## src/host_link_pkg.sv

```systemverilog
// constants and types shared by the host link status exchange block
`default_nettype none
package host_link_pkg;
	localparam int AW = 16;
	localparam int DW = 16;
	// register byte offsets on the bus
	localparam logic [7:0] OFS_CTRL_BASE   = 8'h00;
	localparam logic [7:0] OFS_NOTIFY_BASE = 8'h04;
	localparam logic [7:0] OFS_DISP_ADDR   = 8'h08;
	localparam logic [7:0] OFS_ENABLE      = 8'h0c;
	localparam logic [7:0] OFS_STATUS      = 8'h10;
	localparam logic [7:0] OFS_DISP_VAL    = 8'h14;
	// word indices inside the control and notify areas
	localparam logic [1:0] CW_SCREEN    = 2'h0;
	localparam logic [1:0] CW_COPY_TBL  = 2'h1;
	localparam logic [1:0] CW_COPY_TYPE = 2'h2;
	localparam logic [1:0] CW_BITS      = 2'h3;
	localparam logic [1:0] NW_SCREEN    = 2'h0;
	localparam logic [1:0] NW_TABLE     = 2'h1;
	localparam logic [1:0] NW_STATUS    = 2'h2;
	localparam logic [15:0] COPY_STRING  = 16'h0000;
	localparam logic [15:0] COPY_NUMERAL = 16'h0001;
	localparam logic [15:0] SCREEN_NONE  = 16'h0000;
	// bit positions
	localparam int BIT_BACKLIGHT = 0;
	localparam int ST_RUN        = 0;
	localparam int ST_BACKLIGHT  = 1;
	localparam int ST_SCREEN_STB = 2;
	localparam int ST_NUM_STB    = 3;
	localparam int EN_RUN        = 0;
	// longest table allocations in host words
	localparam logic [3:0] NUM_MAX_WORDS = 4'h2;
	localparam logic [3:0] STR_MAX_WORDS = 4'ha;
	// reset values
	localparam logic [15:0] RST_BASE  = 16'h0000;
	localparam logic [15:0] RST_WORD  = 16'h0000;
	localparam logic        RST_DIRTY = 1'b1;
	typedef enum logic [5:0] {
		S_IDLE = 6'b000001,
		S_CTRL = 6'b000010,
		S_DISP = 6'b000100,
		S_EGET = 6'b001000,
		S_EWR  = 6'b010000,
		S_NOTE = 6'b100000
	} state_t;
endpackage
`default_nettype wire

```

## src/link_port.sv

```systemverilog
// single-word access engine towards the host memory link
`timescale 1ns/10ps
`default_nettype none
module link_port (
	input  wire logic        CLK,
	input  wire logic        SRST,
	input  wire logic        start,
	input  wire logic        we,
	input  wire logic [15:0] addr,
	input  wire logic [15:0] wdata,
	output logic             done,
	output logic [15:0]      rdata,
	output logic             link_req,
	output logic             link_we,
	output logic [15:0]      link_addr,
	output logic [15:0]      link_wdata,
	input  wire logic        link_ack,
	input  wire logic [15:0] link_rdata
);
	// request holds steady until the link acknowledges it
	always_ff @(posedge CLK) begin
		if (SRST) begin
			link_req   <= 1'b0;
			link_we    <= 1'b0;
			link_addr  <= 16'h0000;
			link_wdata <= 16'h0000;
		end else if (start && !link_req) begin
			link_req   <= 1'b1;
			link_we    <= we;
			link_addr  <= addr;
			link_wdata <= wdata;
		end else if (link_req && link_ack) begin
			link_req <= 1'b0;
		end
	end

	always_ff @(posedge CLK) begin
		if (SRST) begin
			done  <= 1'b0;
			rdata <= 16'h0000;
		end else begin
			done <= link_req && link_ack;
			if (link_req && link_ack && !link_we) begin
				rdata <= link_rdata;
			end
		end
	end
endmodule // link_port
`default_nettype wire

```

## src/host_link_status_exchange.sv

```systemverilog
// terminal side of the host status exchange: control poll, notify write, edits
`timescale 1ns/10ps
`default_nettype none
module host_link_status_exchange (
	input  wire logic        CLK,
	input  wire logic        SRST,
	input  wire logic        CYC_I,
	input  wire logic        STB_I,
	input  wire logic        WE_I,
	input  wire logic [7:0]  ADR_I,
	input  wire logic [31:0] DAT_I,
	input  wire logic [3:0]  SEL_I,
	output logic [31:0]      DAT_O,
	output logic             ACK_O,
	output logic             LINK_REQ,
	output logic             LINK_WE,
	output logic [15:0]      LINK_ADDR,
	output logic [15:0]      LINK_WDATA,
	input  wire logic        LINK_ACK,
	input  wire logic [15:0] LINK_RDATA,
	input  wire logic        EDIT_VALID,
	output logic             EDIT_READY,
	input  wire logic [15:0] EDIT_ADDR,
	input  wire logic [15:0] EDIT_DATA,
	input  wire logic        EDIT_LAST,
	input  wire logic        EDIT_NUMERAL,
	input  wire logic [15:0] EDIT_TABLE,
	output logic [15:0]      SCREEN,
	output logic             BACKLIGHT,
	output logic             COPY_STB,
	output logic [15:0]      COPY_TABLE,
	output logic             COPY_NUMERAL,
	output logic [15:0]      DISP_VALUE
);
	host_link_pkg::state_t state_reg;
	logic [1:0]  idx_reg;
	logic        busy_reg;
	logic        acc_start_reg;
	logic        acc_we_reg;
	logic [15:0] acc_addr_reg;
	logic [15:0] acc_wdata_reg;
	logic        acc_done;
	logic [15:0] acc_rdata;
	logic [15:0] ctrl_base_reg;
	logic [15:0] note_base_reg;
	logic [15:0] disp_addr_reg;
	logic        run_reg;
	logic [15:0] prev_sw_reg;
	logic [15:0] copy_tbl_reg;
	logic [15:0] prev_copy_tbl_reg;
	logic [15:0] prev_copy_type_reg;
	logic [15:0] changed_tbl_reg;
	logic        scr_stb_reg;
	logic        num_stb_reg;
	logic        dirty_reg;
	logic [15:0] sent_reg;
	logic [3:0]  ecnt_reg;
	logic        edrop_reg;
	logic        elast_reg;
	logic        enum_reg;
	logic [15:0] etbl_reg;
	logic [15:0] eaddr_reg;
	logic [15:0] edata_reg;
	logic [15:0] status_word;
	logic        done_sw;
	logic        done_type;
	logic        done_bits;
	logic        ev_screen;
	logic        ev_copy;
	logic        ev_light;
	logic        edit_fin;
	logic        ev_num;
	logic        note_done;
	logic        wb_hit;

	function automatic logic bcd_ok(input logic [15:0] v);
		logic ok;
		ok = 1'b1;
		for (int i = 0; i < 4; i++) begin
			if (v[i*4 +: 4] > 4'h9) begin
				ok = 1'b0;
			end
		end
		return ok;
	endfunction

	function automatic logic [15:0] merge(input logic [15:0] old, input logic [31:0] d, input logic [3:0] sel);
		logic [15:0] r;
		r = old;
		for (int b = 0; b < 2; b++) begin
			if (sel[b]) begin
				r[b*8 +: 8] = d[b*8 +: 8];
			end
		end
		return r;
	endfunction

	link_port u_link (
		.CLK        (CLK),
		.SRST       (SRST),
		.start      (acc_start_reg),
		.we         (acc_we_reg),
		.addr       (acc_addr_reg),
		.wdata      (acc_wdata_reg),
		.done       (acc_done),
		.rdata      (acc_rdata),
		.link_req   (LINK_REQ),
		.link_we    (LINK_WE),
		.link_addr  (LINK_ADDR),
		.link_wdata (LINK_WDATA),
		.link_ack   (LINK_ACK),
		.link_rdata (LINK_RDATA)
	);

	// decoded events of the current cycle
	assign done_sw   = acc_done && state_reg == host_link_pkg::S_CTRL && idx_reg == host_link_pkg::CW_SCREEN;
	assign done_type = acc_done && state_reg == host_link_pkg::S_CTRL && idx_reg == host_link_pkg::CW_COPY_TYPE;
	assign done_bits = acc_done && state_reg == host_link_pkg::S_CTRL && idx_reg == host_link_pkg::CW_BITS;
	// zero only re-arms the compare; it never selects a screen
	assign ev_screen = done_sw && acc_rdata != prev_sw_reg && acc_rdata != host_link_pkg::SCREEN_NONE
		&& bcd_ok(acc_rdata);
	assign ev_copy = done_type && {copy_tbl_reg, acc_rdata} != {prev_copy_tbl_reg, prev_copy_type_reg}
		&& copy_tbl_reg != 16'h0000 && acc_rdata <= host_link_pkg::COPY_NUMERAL;
	assign ev_light = done_bits && acc_rdata[host_link_pkg::BIT_BACKLIGHT] != BACKLIGHT;
	assign edit_fin = state_reg == host_link_pkg::S_EWR && elast_reg && (edrop_reg || acc_done);
	assign ev_num = edit_fin && enum_reg;
	assign note_done = acc_done && state_reg == host_link_pkg::S_NOTE && idx_reg == host_link_pkg::NW_STATUS;

	always_comb begin
		status_word = 16'h0000;
		status_word[host_link_pkg::ST_RUN] = run_reg;
		status_word[host_link_pkg::ST_BACKLIGHT] = BACKLIGHT;
		status_word[host_link_pkg::ST_SCREEN_STB] = scr_stb_reg;
		status_word[host_link_pkg::ST_NUM_STB] = num_stb_reg;
	end

	// sequencer: notify first, then edits, then the control poll
	always_ff @(posedge CLK) begin
		if (SRST) begin
			state_reg     <= host_link_pkg::S_IDLE;
			idx_reg       <= 2'h0;
			busy_reg      <= 1'b0;
			acc_start_reg <= 1'b0;
			acc_we_reg    <= 1'b0;
			acc_addr_reg  <= host_link_pkg::RST_BASE;
			acc_wdata_reg <= host_link_pkg::RST_WORD;
			sent_reg      <= host_link_pkg::RST_WORD;
			EDIT_READY    <= 1'b0;
		end else begin
			acc_start_reg <= 1'b0;
			unique case (state_reg)
				host_link_pkg::S_IDLE: begin
					idx_reg <= 2'h0;
					if (run_reg && dirty_reg) begin
						state_reg <= host_link_pkg::S_NOTE;
					end else if (run_reg && EDIT_VALID) begin
						EDIT_READY <= 1'b1;
						state_reg  <= host_link_pkg::S_EGET;
					end else if (run_reg) begin
						state_reg <= host_link_pkg::S_CTRL;
					end
				end
				host_link_pkg::S_CTRL: begin
					if (!busy_reg) begin
						busy_reg      <= 1'b1;
						acc_start_reg <= 1'b1;
						acc_we_reg    <= 1'b0;
						acc_addr_reg  <= ctrl_base_reg + {14'h0000, idx_reg};
					end else if (acc_done) begin
						busy_reg <= 1'b0;
						idx_reg  <= idx_reg + 2'h1;
						if (idx_reg == host_link_pkg::CW_BITS) begin
							state_reg <= host_link_pkg::S_DISP;
						end
					end
				end
				host_link_pkg::S_DISP: begin
					if (!busy_reg) begin
						busy_reg      <= 1'b1;
						acc_start_reg <= 1'b1;
						acc_we_reg    <= 1'b0;
						acc_addr_reg  <= disp_addr_reg;
					end else if (acc_done) begin
						busy_reg  <= 1'b0;
						state_reg <= host_link_pkg::S_IDLE;
					end
				end
				host_link_pkg::S_EGET: begin
					if (EDIT_VALID) begin
						EDIT_READY <= 1'b0;
						state_reg  <= host_link_pkg::S_EWR;
					end
				end
				host_link_pkg::S_EWR: begin
					if (edrop_reg) begin
						state_reg <= host_link_pkg::S_IDLE;
					end else if (!busy_reg) begin
						busy_reg      <= 1'b1;
						acc_start_reg <= 1'b1;
						acc_we_reg    <= 1'b1;
						acc_addr_reg  <= eaddr_reg;
						acc_wdata_reg <= edata_reg;
					end else if (acc_done) begin
						busy_reg  <= 1'b0;
						state_reg <= host_link_pkg::S_IDLE;
					end
				end
				host_link_pkg::S_NOTE: begin
					if (!busy_reg) begin
						busy_reg      <= 1'b1;
						acc_start_reg <= 1'b1;
						acc_we_reg    <= 1'b1;
						acc_addr_reg  <= note_base_reg + {14'h0000, idx_reg};
						unique case (idx_reg)
							host_link_pkg::NW_SCREEN: acc_wdata_reg <= SCREEN;
							host_link_pkg::NW_TABLE:  acc_wdata_reg <= changed_tbl_reg;
							default: begin
								acc_wdata_reg <= status_word;
								sent_reg      <= status_word;
							end
						endcase
					end else if (acc_done) begin
						busy_reg <= 1'b0;
						idx_reg  <= idx_reg + 2'h1;
						if (idx_reg == host_link_pkg::NW_STATUS) begin
							state_reg <= host_link_pkg::S_IDLE;
						end
					end
				end
			endcase
		end
	end

	// edit words; words past the allocation length are dropped
	always_ff @(posedge CLK) begin
		if (SRST) begin
			ecnt_reg  <= 4'h0;
			edrop_reg <= 1'b0;
			elast_reg <= 1'b0;
			enum_reg  <= 1'b0;
			etbl_reg  <= host_link_pkg::RST_WORD;
			eaddr_reg <= host_link_pkg::RST_WORD;
			edata_reg <= host_link_pkg::RST_WORD;
		end else if (state_reg == host_link_pkg::S_EGET && EDIT_VALID) begin
			edrop_reg <= ecnt_reg >= (EDIT_NUMERAL ? host_link_pkg::NUM_MAX_WORDS
				: host_link_pkg::STR_MAX_WORDS);
			ecnt_reg  <= EDIT_LAST ? 4'h0 : (ecnt_reg == 4'hf ? ecnt_reg : ecnt_reg + 4'h1);
			elast_reg <= EDIT_LAST;
			enum_reg  <= EDIT_NUMERAL;
			etbl_reg  <= EDIT_TABLE;
			eaddr_reg <= EDIT_ADDR;
			edata_reg <= EDIT_DATA;
		end
	end

	// control area actions
	always_ff @(posedge CLK) begin
		if (SRST) begin
			prev_sw_reg        <= host_link_pkg::RST_WORD;
			SCREEN             <= host_link_pkg::SCREEN_NONE;
			copy_tbl_reg       <= host_link_pkg::RST_WORD;
			prev_copy_tbl_reg  <= host_link_pkg::RST_WORD;
			prev_copy_type_reg <= host_link_pkg::RST_WORD;
			COPY_STB           <= 1'b0;
			COPY_TABLE         <= host_link_pkg::RST_WORD;
			COPY_NUMERAL       <= 1'b0;
			BACKLIGHT          <= 1'b0;
			DISP_VALUE         <= host_link_pkg::RST_WORD;
			changed_tbl_reg    <= host_link_pkg::RST_WORD;
		end else begin
			COPY_STB <= ev_copy;
			if (done_sw) begin
				prev_sw_reg <= acc_rdata;
			end
			if (ev_screen) begin
				SCREEN <= acc_rdata;
			end
			if (acc_done && state_reg == host_link_pkg::S_CTRL && idx_reg == host_link_pkg::CW_COPY_TBL) begin
				copy_tbl_reg <= acc_rdata;
			end
			if (done_type) begin
				prev_copy_tbl_reg  <= copy_tbl_reg;
				prev_copy_type_reg <= acc_rdata;
			end
			if (ev_copy) begin
				COPY_TABLE   <= copy_tbl_reg;
				COPY_NUMERAL <= acc_rdata[0];
			end
			if (done_bits) begin
				BACKLIGHT <= acc_rdata[host_link_pkg::BIT_BACKLIGHT];
			end
			if (acc_done && state_reg == host_link_pkg::S_DISP) begin
				DISP_VALUE <= acc_rdata;
			end
			if (ev_num) begin
				changed_tbl_reg <= etbl_reg;
			end
		end
	end

	// strobes: a new event wins over the clear after delivery
	always_ff @(posedge CLK) begin
		if (SRST) begin
			scr_stb_reg <= 1'b0;
			num_stb_reg <= 1'b0;
			dirty_reg   <= host_link_pkg::RST_DIRTY;
		end else begin
			if (ev_screen) begin
				scr_stb_reg <= 1'b1;
			end else if (note_done && sent_reg[host_link_pkg::ST_SCREEN_STB]) begin
				scr_stb_reg <= 1'b0;
			end
			if (ev_num) begin
				num_stb_reg <= 1'b1;
			end else if (note_done && sent_reg[host_link_pkg::ST_NUM_STB]) begin
				num_stb_reg <= 1'b0;
			end
			// a delivered strobe needs one more write to clear it
			if (ev_screen || ev_num || ev_light) begin
				dirty_reg <= 1'b1;
			end else if (note_done) begin
				dirty_reg <= sent_reg[host_link_pkg::ST_SCREEN_STB] || sent_reg[host_link_pkg::ST_NUM_STB];
			end
		end
	end

	// register slave, one wait state, unmapped reads give zero
	assign wb_hit = CYC_I && STB_I && !ACK_O;
	always_ff @(posedge CLK) begin
		if (SRST) begin
			ACK_O         <= 1'b0;
			DAT_O         <= 32'h00000000;
			ctrl_base_reg <= host_link_pkg::RST_BASE;
			note_base_reg <= host_link_pkg::RST_BASE;
			disp_addr_reg <= host_link_pkg::RST_BASE;
			run_reg       <= 1'b0;
		end else begin
			ACK_O <= wb_hit;
			DAT_O <= 32'h00000000;
			if (wb_hit && WE_I) begin
				unique case (ADR_I)
					host_link_pkg::OFS_CTRL_BASE:   ctrl_base_reg <= merge(ctrl_base_reg, DAT_I, SEL_I);
					host_link_pkg::OFS_NOTIFY_BASE: note_base_reg <= merge(note_base_reg, DAT_I, SEL_I);
					host_link_pkg::OFS_DISP_ADDR:   disp_addr_reg <= merge(disp_addr_reg, DAT_I, SEL_I);
					host_link_pkg::OFS_ENABLE: begin
						if (SEL_I[0]) begin
							run_reg <= DAT_I[host_link_pkg::EN_RUN];
						end
					end
					default: ;
				endcase
			end else if (wb_hit) begin
				unique case (ADR_I)
					host_link_pkg::OFS_CTRL_BASE:   DAT_O <= {16'h0000, ctrl_base_reg};
					host_link_pkg::OFS_NOTIFY_BASE: DAT_O <= {16'h0000, note_base_reg};
					host_link_pkg::OFS_DISP_ADDR:   DAT_O <= {16'h0000, disp_addr_reg};
					host_link_pkg::OFS_ENABLE:      DAT_O <= {31'h00000000, run_reg};
					host_link_pkg::OFS_STATUS:      DAT_O <= {11'h000, dirty_reg, status_word[3:0], SCREEN};
					host_link_pkg::OFS_DISP_VAL:    DAT_O <= {16'h0000, DISP_VALUE};
					default: ;
				endcase
			end
		end
	end
endmodule // host_link_status_exchange
`default_nettype wire

```

## config.mk

```make
export PLATFORM = sky130hd
export DESIGN_NAME = host_link_status_exchange
export DESIGN_NICKNAME = d
export VERILOG_FILES = /design/src/host_link_pkg.sv /design/src/link_port.sv /design/src/host_link_status_exchange.sv
export SDC_FILE = /design/constraint.sdc
export NUM_CORES = 1
export LEC_CHECK = 0
export BUFFER_PORTS_ARGS = -buffer_cell sky130_fd_sc_hd__buf_2
export CAP_MARGIN = 20
export CORE_MARGIN = 2
export CORE_UTILIZATION = 40
export CTS_CLUSTER_SIZE = 24
export DETAILED_ROUTE_END_ITERATION = 8
export HOLD_SLACK_MARGIN = 0.03
export SYNTH_ARGS = -nofsm -noshare
export SYNTH_HDL_FRONTEND = slang
export SYNTH_SLANG_ARGS = --single-unit
```

## constraint.sdc

```tcl
create_clock -name CLK -period 3.8 [get_ports CLK]
set_clock_uncertainty 0.05 [all_clocks]
set_input_delay 0.19 -clock CLK [delete_from_list [all_inputs] [get_ports CLK]]
set_output_delay 0.19 -clock CLK [all_outputs]
set_load 0.05 [all_outputs]
```

# Word level (Yosys, flattened, before mapping)
# Index checks and enable logic that the tools add are counted.
# op_classes
addsub	4
magnitude_cmp	6
n_eq_ne	37
mux	57
n_bitwise	3
reduce_logical	71
# op_table
operator	n
$mux 16	8
$pmux 21 s6	1
$mux 6	13
$pmux 16 s2	2
$pmux 16 s4	1
$pmux 6 s6	1
$add 16x2->16	2
$ne 32x32->1	1
$reduce_bool 16->1	2
$reduce_and 3->1	10
$logic_and 1x1->1	29
$ne 2x2->1 const B	12
$mux 1	21
$eq 8x4->1 const B	2
$eq 8x5->1 const B	2
$gt 4x4->1 const B	4
$le 16x1->1 const B	1
$ne 16x16->1	1
$reduce_bool 2->1	7
$mux 4	3
$ne 2x1->1 const B	6
$eq 8x3->1 const B	1
$logic_not 8->1	1
$reduce_and 4->1	2
29 further kinds	45
# word_totals
regBits	370
inputBits	117

# Logic depth before layout (Yosys ltp)
# logic_depth
word_depth	9
ltp_mapped	16

# Modules after synthesis
# Synthesis repeated with hierarchy kept, for this count alone.
# hier_totals
hier_cells	1826
hier_area_um2	15134.5
# modules_own_cells
module	n_inst	cells_each	area_each_um2	seq_area_each_um2
host_link_status_exchange	1	1603	13345.3	6125.9
link_port	1	223	1789.2	1021.0

# Worst setup path after synthesis
# OpenSTA, ideal clock, no wires.
# synth_path
kind	reg2reg
startpoint	register state_reg[2]
endpoint	register acc_addr_reg[3]
setup_time_ns	0.132
arrival_time_ns	3.076
slack_ns	0.543
stages_incl_launch_ff	16
n_path_buf	4
synth_period_minus_slack_ns	3.257
path_cell_list	dfxtp_1 > buf_6 > or4_1 > buf_2 > nor2_4 > buf_2 > buf_2 > nand2_1 > nand2_1 > ha_1 > a21o_1 > nand2_1 > mux2_2 > xor2_1 > a222oi_1 > a21oi_1
# synth_via
elab_chain_cells	3
# synth_lines
item	line	text
start: declaration	host_link_status_exchange.sv:35	host_link_pkg::state_t state_reg;
start signal: assignment	host_link_status_exchange.sv:140	state_reg <= host_link_pkg::S_IDLE;
start signal: assignment	host_link_status_exchange.sv:155	state_reg <= host_link_pkg::S_NOTE;
start signal: assignment	host_link_status_exchange.sv:158	state_reg <= host_link_pkg::S_EGET;
$eq 6x2->1, or another cell as far along	host_link_status_exchange.sv:151	unique case (state_reg)
$reduce_bool 4->1 (no source line) / $ne 2x2->1 (equally long branches)	-	
$reduce_and 6->1 (no source line)	-	
end signal: assignment	host_link_status_exchange.sv:145	acc_addr_reg <= host_link_pkg::RST_BASE;
end signal: assignment	host_link_status_exchange.sv:168	acc_addr_reg <= ctrl_base_reg + {14'h0000, idx_reg};
end signal: assignment	host_link_status_exchange.sv:182	acc_addr_reg <= disp_addr_reg;
end: declaration	host_link_status_exchange.sv:40	logic [15:0] acc_addr_reg;
# Parallel ways exist; a longest one is shown, timed or not.
# A chain may end at the register's enable or synchronous reset.

# Worst setup path in the final report
# layout_path
startpoint	register state_reg[2]
endpoint	register acc_addr_reg[12]
# The elaborated chain is that of the path after synthesis.

==> impl_metrics.yaml <==
logic_synthesis:
  synth.cell_area_sq_mm: 0.0151
  synth_area_leaders: "dfxtp_1 47%, nand2_1 9.6%, mux2i_1 8.1%, a21oi_1 6.9%, nor2_1 3.6%"
  syn-mean-instance-area_sq_um: 8.49
  yosysWarnings: 0
  synthArstFlopShare: 0
  ys_seq_area_frac: 0.474
  synth-main-ff-cell: "dfxtp_1"
  synth_cells: 1777
  synth_top_area_cell: "dfxtp_1"
  synth_edf_count: 0
  synth_cell_type_count: 73
  ys_ff_latch: 357
  synth_top_cell_area_share: 0.474
timing:
  fmax_ghz: 0.318
  drv_slew: 0
  rsz0062_at_grt: "false"
  max_slew_margin: 0.346
  finalCriticalPeriod_ns: 3.15
  whs_ns: 0.0847
  setup_tns_ns: 0
  post-route-period-util: 0.828
  worst_pin_slew_ns: 0.977
  final_hold_viol_count: 0
  final-setup-viol-count: 0
floorplan:
  start_util: 0.403
  die_y_um: 198
  die_w_um: 198
  design.core.area_sq_mm: 0.0374
  fp.dieArea_sq_mm: 0.0393
  pin_count: 236
  row_count: 71
layout:
  multiInputGateArea_sq_mm: 0.00731
  top_register: "DAT_O"
  final-seq-area_sq_mm: 0.00715
  drive_gt1_frac: 0.155
  syn2layout_area_growth_pct: 23.4
  final_cell_mix: "387 x nand2_1, 357 x dfxtp_1, 209 x a21oi_1"
  nNetsFinal: 2138
  fill_cells: 3630
  largest_reg_flops: 21
  final_common_cell: "nand2_1"
global_routing:
  grt_pass1_wl_um: 72300
  grt_max_degree: 174
  gr-total-overflow: 0
  grt_usage: 0.237
  first_global_vias: 12517
  antenna_found_initial: 1
status:
  outcome: "finished, final reports clean"
clock_network:
  cts_buffer_depth: 3
  cts_sinks: 357
  cts_tree: "built"
  h-tree-depth: 2
  root_buffer: "clkbuf_16"
  post_cts_buffers: 0
  clk_pin_slew_ns: 0.06
  clk_latency_ns: 0.57
  cts_buffers: 39
  ctsResizeCount: 0
worst_setup_path:
  r2r_cells: 11
  worst-setup-path-type: "register to register"
  cp_slowest_cell: "or4_1"
  reg2reg_slack_ns: 0.65
  endpoint_kind: "register"
  crit_chain: "or4_1 -> nor2_4 -> nand2_1 -> nand2_1 -> ha_1 -> fa_1 -> and2_1 -> a21oi_1 -> nor3_1 -> xor2_1 -> o22ai_1"
  cp_common_cell: "nand2_1"
  worstPathRequired_ns: 4.15
  max_stage_delay_ns: 0.73
  rr_startpoint: "state_reg[2]"
  cp-start-kind: "register"
  critPathCapture: "acc_addr_reg[12]"
  path_max_fanout: 10
  r2r-end: "acc_addr_reg[12]"
  crit_arrival_ns: 3.50
  critPathLaunch: "state_reg[2]"
power_and_ir_drop:
  ir_worst_vdd_uv: 259
  comb_power_share: 0.046
  p_clk_frac: 0.472
  p_sw_mw: 1.76
  seqPwrFrac: 0.482
  p_leak_nw: 7.49
  sw_frac_of_total: 0.225
  power_density_mw_per_mm2: 422
  p_int_mw: 6.09
detailed_routing:
  final_antenna_net_count: 0
  vias_per_cell: 5.27
  dr.pass1.iters: 6
  first_iter_violations: 986
  route.vias.total: 13436
  drc: 0
  routedWlPerCell_um: 18.6
  wl_um: 47300
job:
  maxCapViolCount: 0
placed_design:
  numPortBuffers: 206
  gp_congestion: 0.867
  hpwlAfterDp_um: 32700
hold_path:
  min_from: "ADR_I[2]"
  min_path_type: "primary input to register"
-- area by class of cell --
cell class,count,share of cell area
antenna,1,0.000134
clock buffer,58,0.0622
clock inverter,9,0.00450
inverter,6,0.00121
multi-input combinational,1275,0.393
sequential,357,0.384
tap,511,0.0343
timing repair buffer,332,0.121
-- how the worst min path moves through the flow --
stage,slack [ns],end,cells after the start
finish,0.08,run_reg,5
global route,0.13,run_reg,5
CTS,0.06,run_reg,5
detailed placement,0.39,u_link.rdata[9],3
global placement,0.38,u_link.rdata[8],3
floorplan,0.25,ecnt_reg[3],1
-- worst max-delay path, delay by kind of cell, from the launching register on --
| kind | cells | cell delay [ns] |
|---|---|---|
| AND/OR/NAND/NOR | 6 | 1.57 |
| AO/OA/AOI/OAI | 2 | 0.26 |
| adder cells (fa/ha/maj) | 2 | 0.51 |
| flip-flops | 1 | 0.42 |
| XOR/XNOR | 1 | 0.17 |
-- cell usage after synthesis, drive strengths merged (4+ instances only) --
cell	count
and2	13
mux2i	122
a21oi	209
a22oi	46
nor2b	5
ha	9
nand3	24
inv	6
a222oi	6
nand2	389
a221o	12
nor4	24
buf	51
nand3b	4
clkbuf	98
nand2b	7
nand4	14
xnor2	21
dfxtp	357
and3	5
a211oi	5
o22ai	7
a31oi	17
nor3	15
nor2	152
xor2	42
o211ai	23
o21ai	46
-- metrics by stage --
step / total power [mW] / std cells / area [sq um] / util / setup slack, ns
5_1_grt: 8.10 / 2549 / 18600 / 0.498 / 0.404
3_5_place_dp: 4.15 / 2380 / 16400 / 0.438 / 0.696
4_1_cts: 7.92 / 2547 / 18600 / 0.498 / 0.663
6_report: 7.85 / 2549 / 18600 / 0.498 / 0.653
2_1_floorplan: 4.05 / 1787 / 15100 / - / 0.543
3_3_place_gp: 4.15 / 2379 / 16400 / 0.437 / 0.756
-- per-layer routing --
metal | track usage | share of wire | vias to the layer above
li1 | - | - | 6584
met1 | 0.317 | 0.45 | 6351
met2 | 0.380 | 0.46 | 406
met3 | 0.0363 | 0.054 | 95
met4 | 0.105 | 0.038 | 0
met5 | 0 | 0 | -
-- power by group through the flow --
stage	Clock [mW]	Combinational (mW)	Sequential [mW]
after floorplan	0	0.195	3.85
after global placement	0	0.281	3.87
after detailed placement	0	0.285	3.87
after CTS	3.78	0.358	3.79
after global routing	3.93	0.392	3.79
final	3.70	0.361	3.79
-- cells by family (layout without fill, tap and decap cells) --
family          after synthesis  count (layout)  synth area share
compound gates              397             397             0.159
fa+ha+maj                    10              10           0.00879
flops                       357             357             0.474
xor+xnor                     63              63            0.0366
mux                         124             124            0.0824
simple gates                670             670             0.194
buf+inv                     155             405            0.0460
other cells                   1              12          0.000249
-- what timing repair did --
| action | in CTS | in global routing |
|---|---|---|
| hold endpoints to repair | 126 | 0 |
| setup endpoints to repair | 0 | 0 |
| hold buffers | 100 | 0 |
Note: power is estimated with default switching activity, not from simulation.
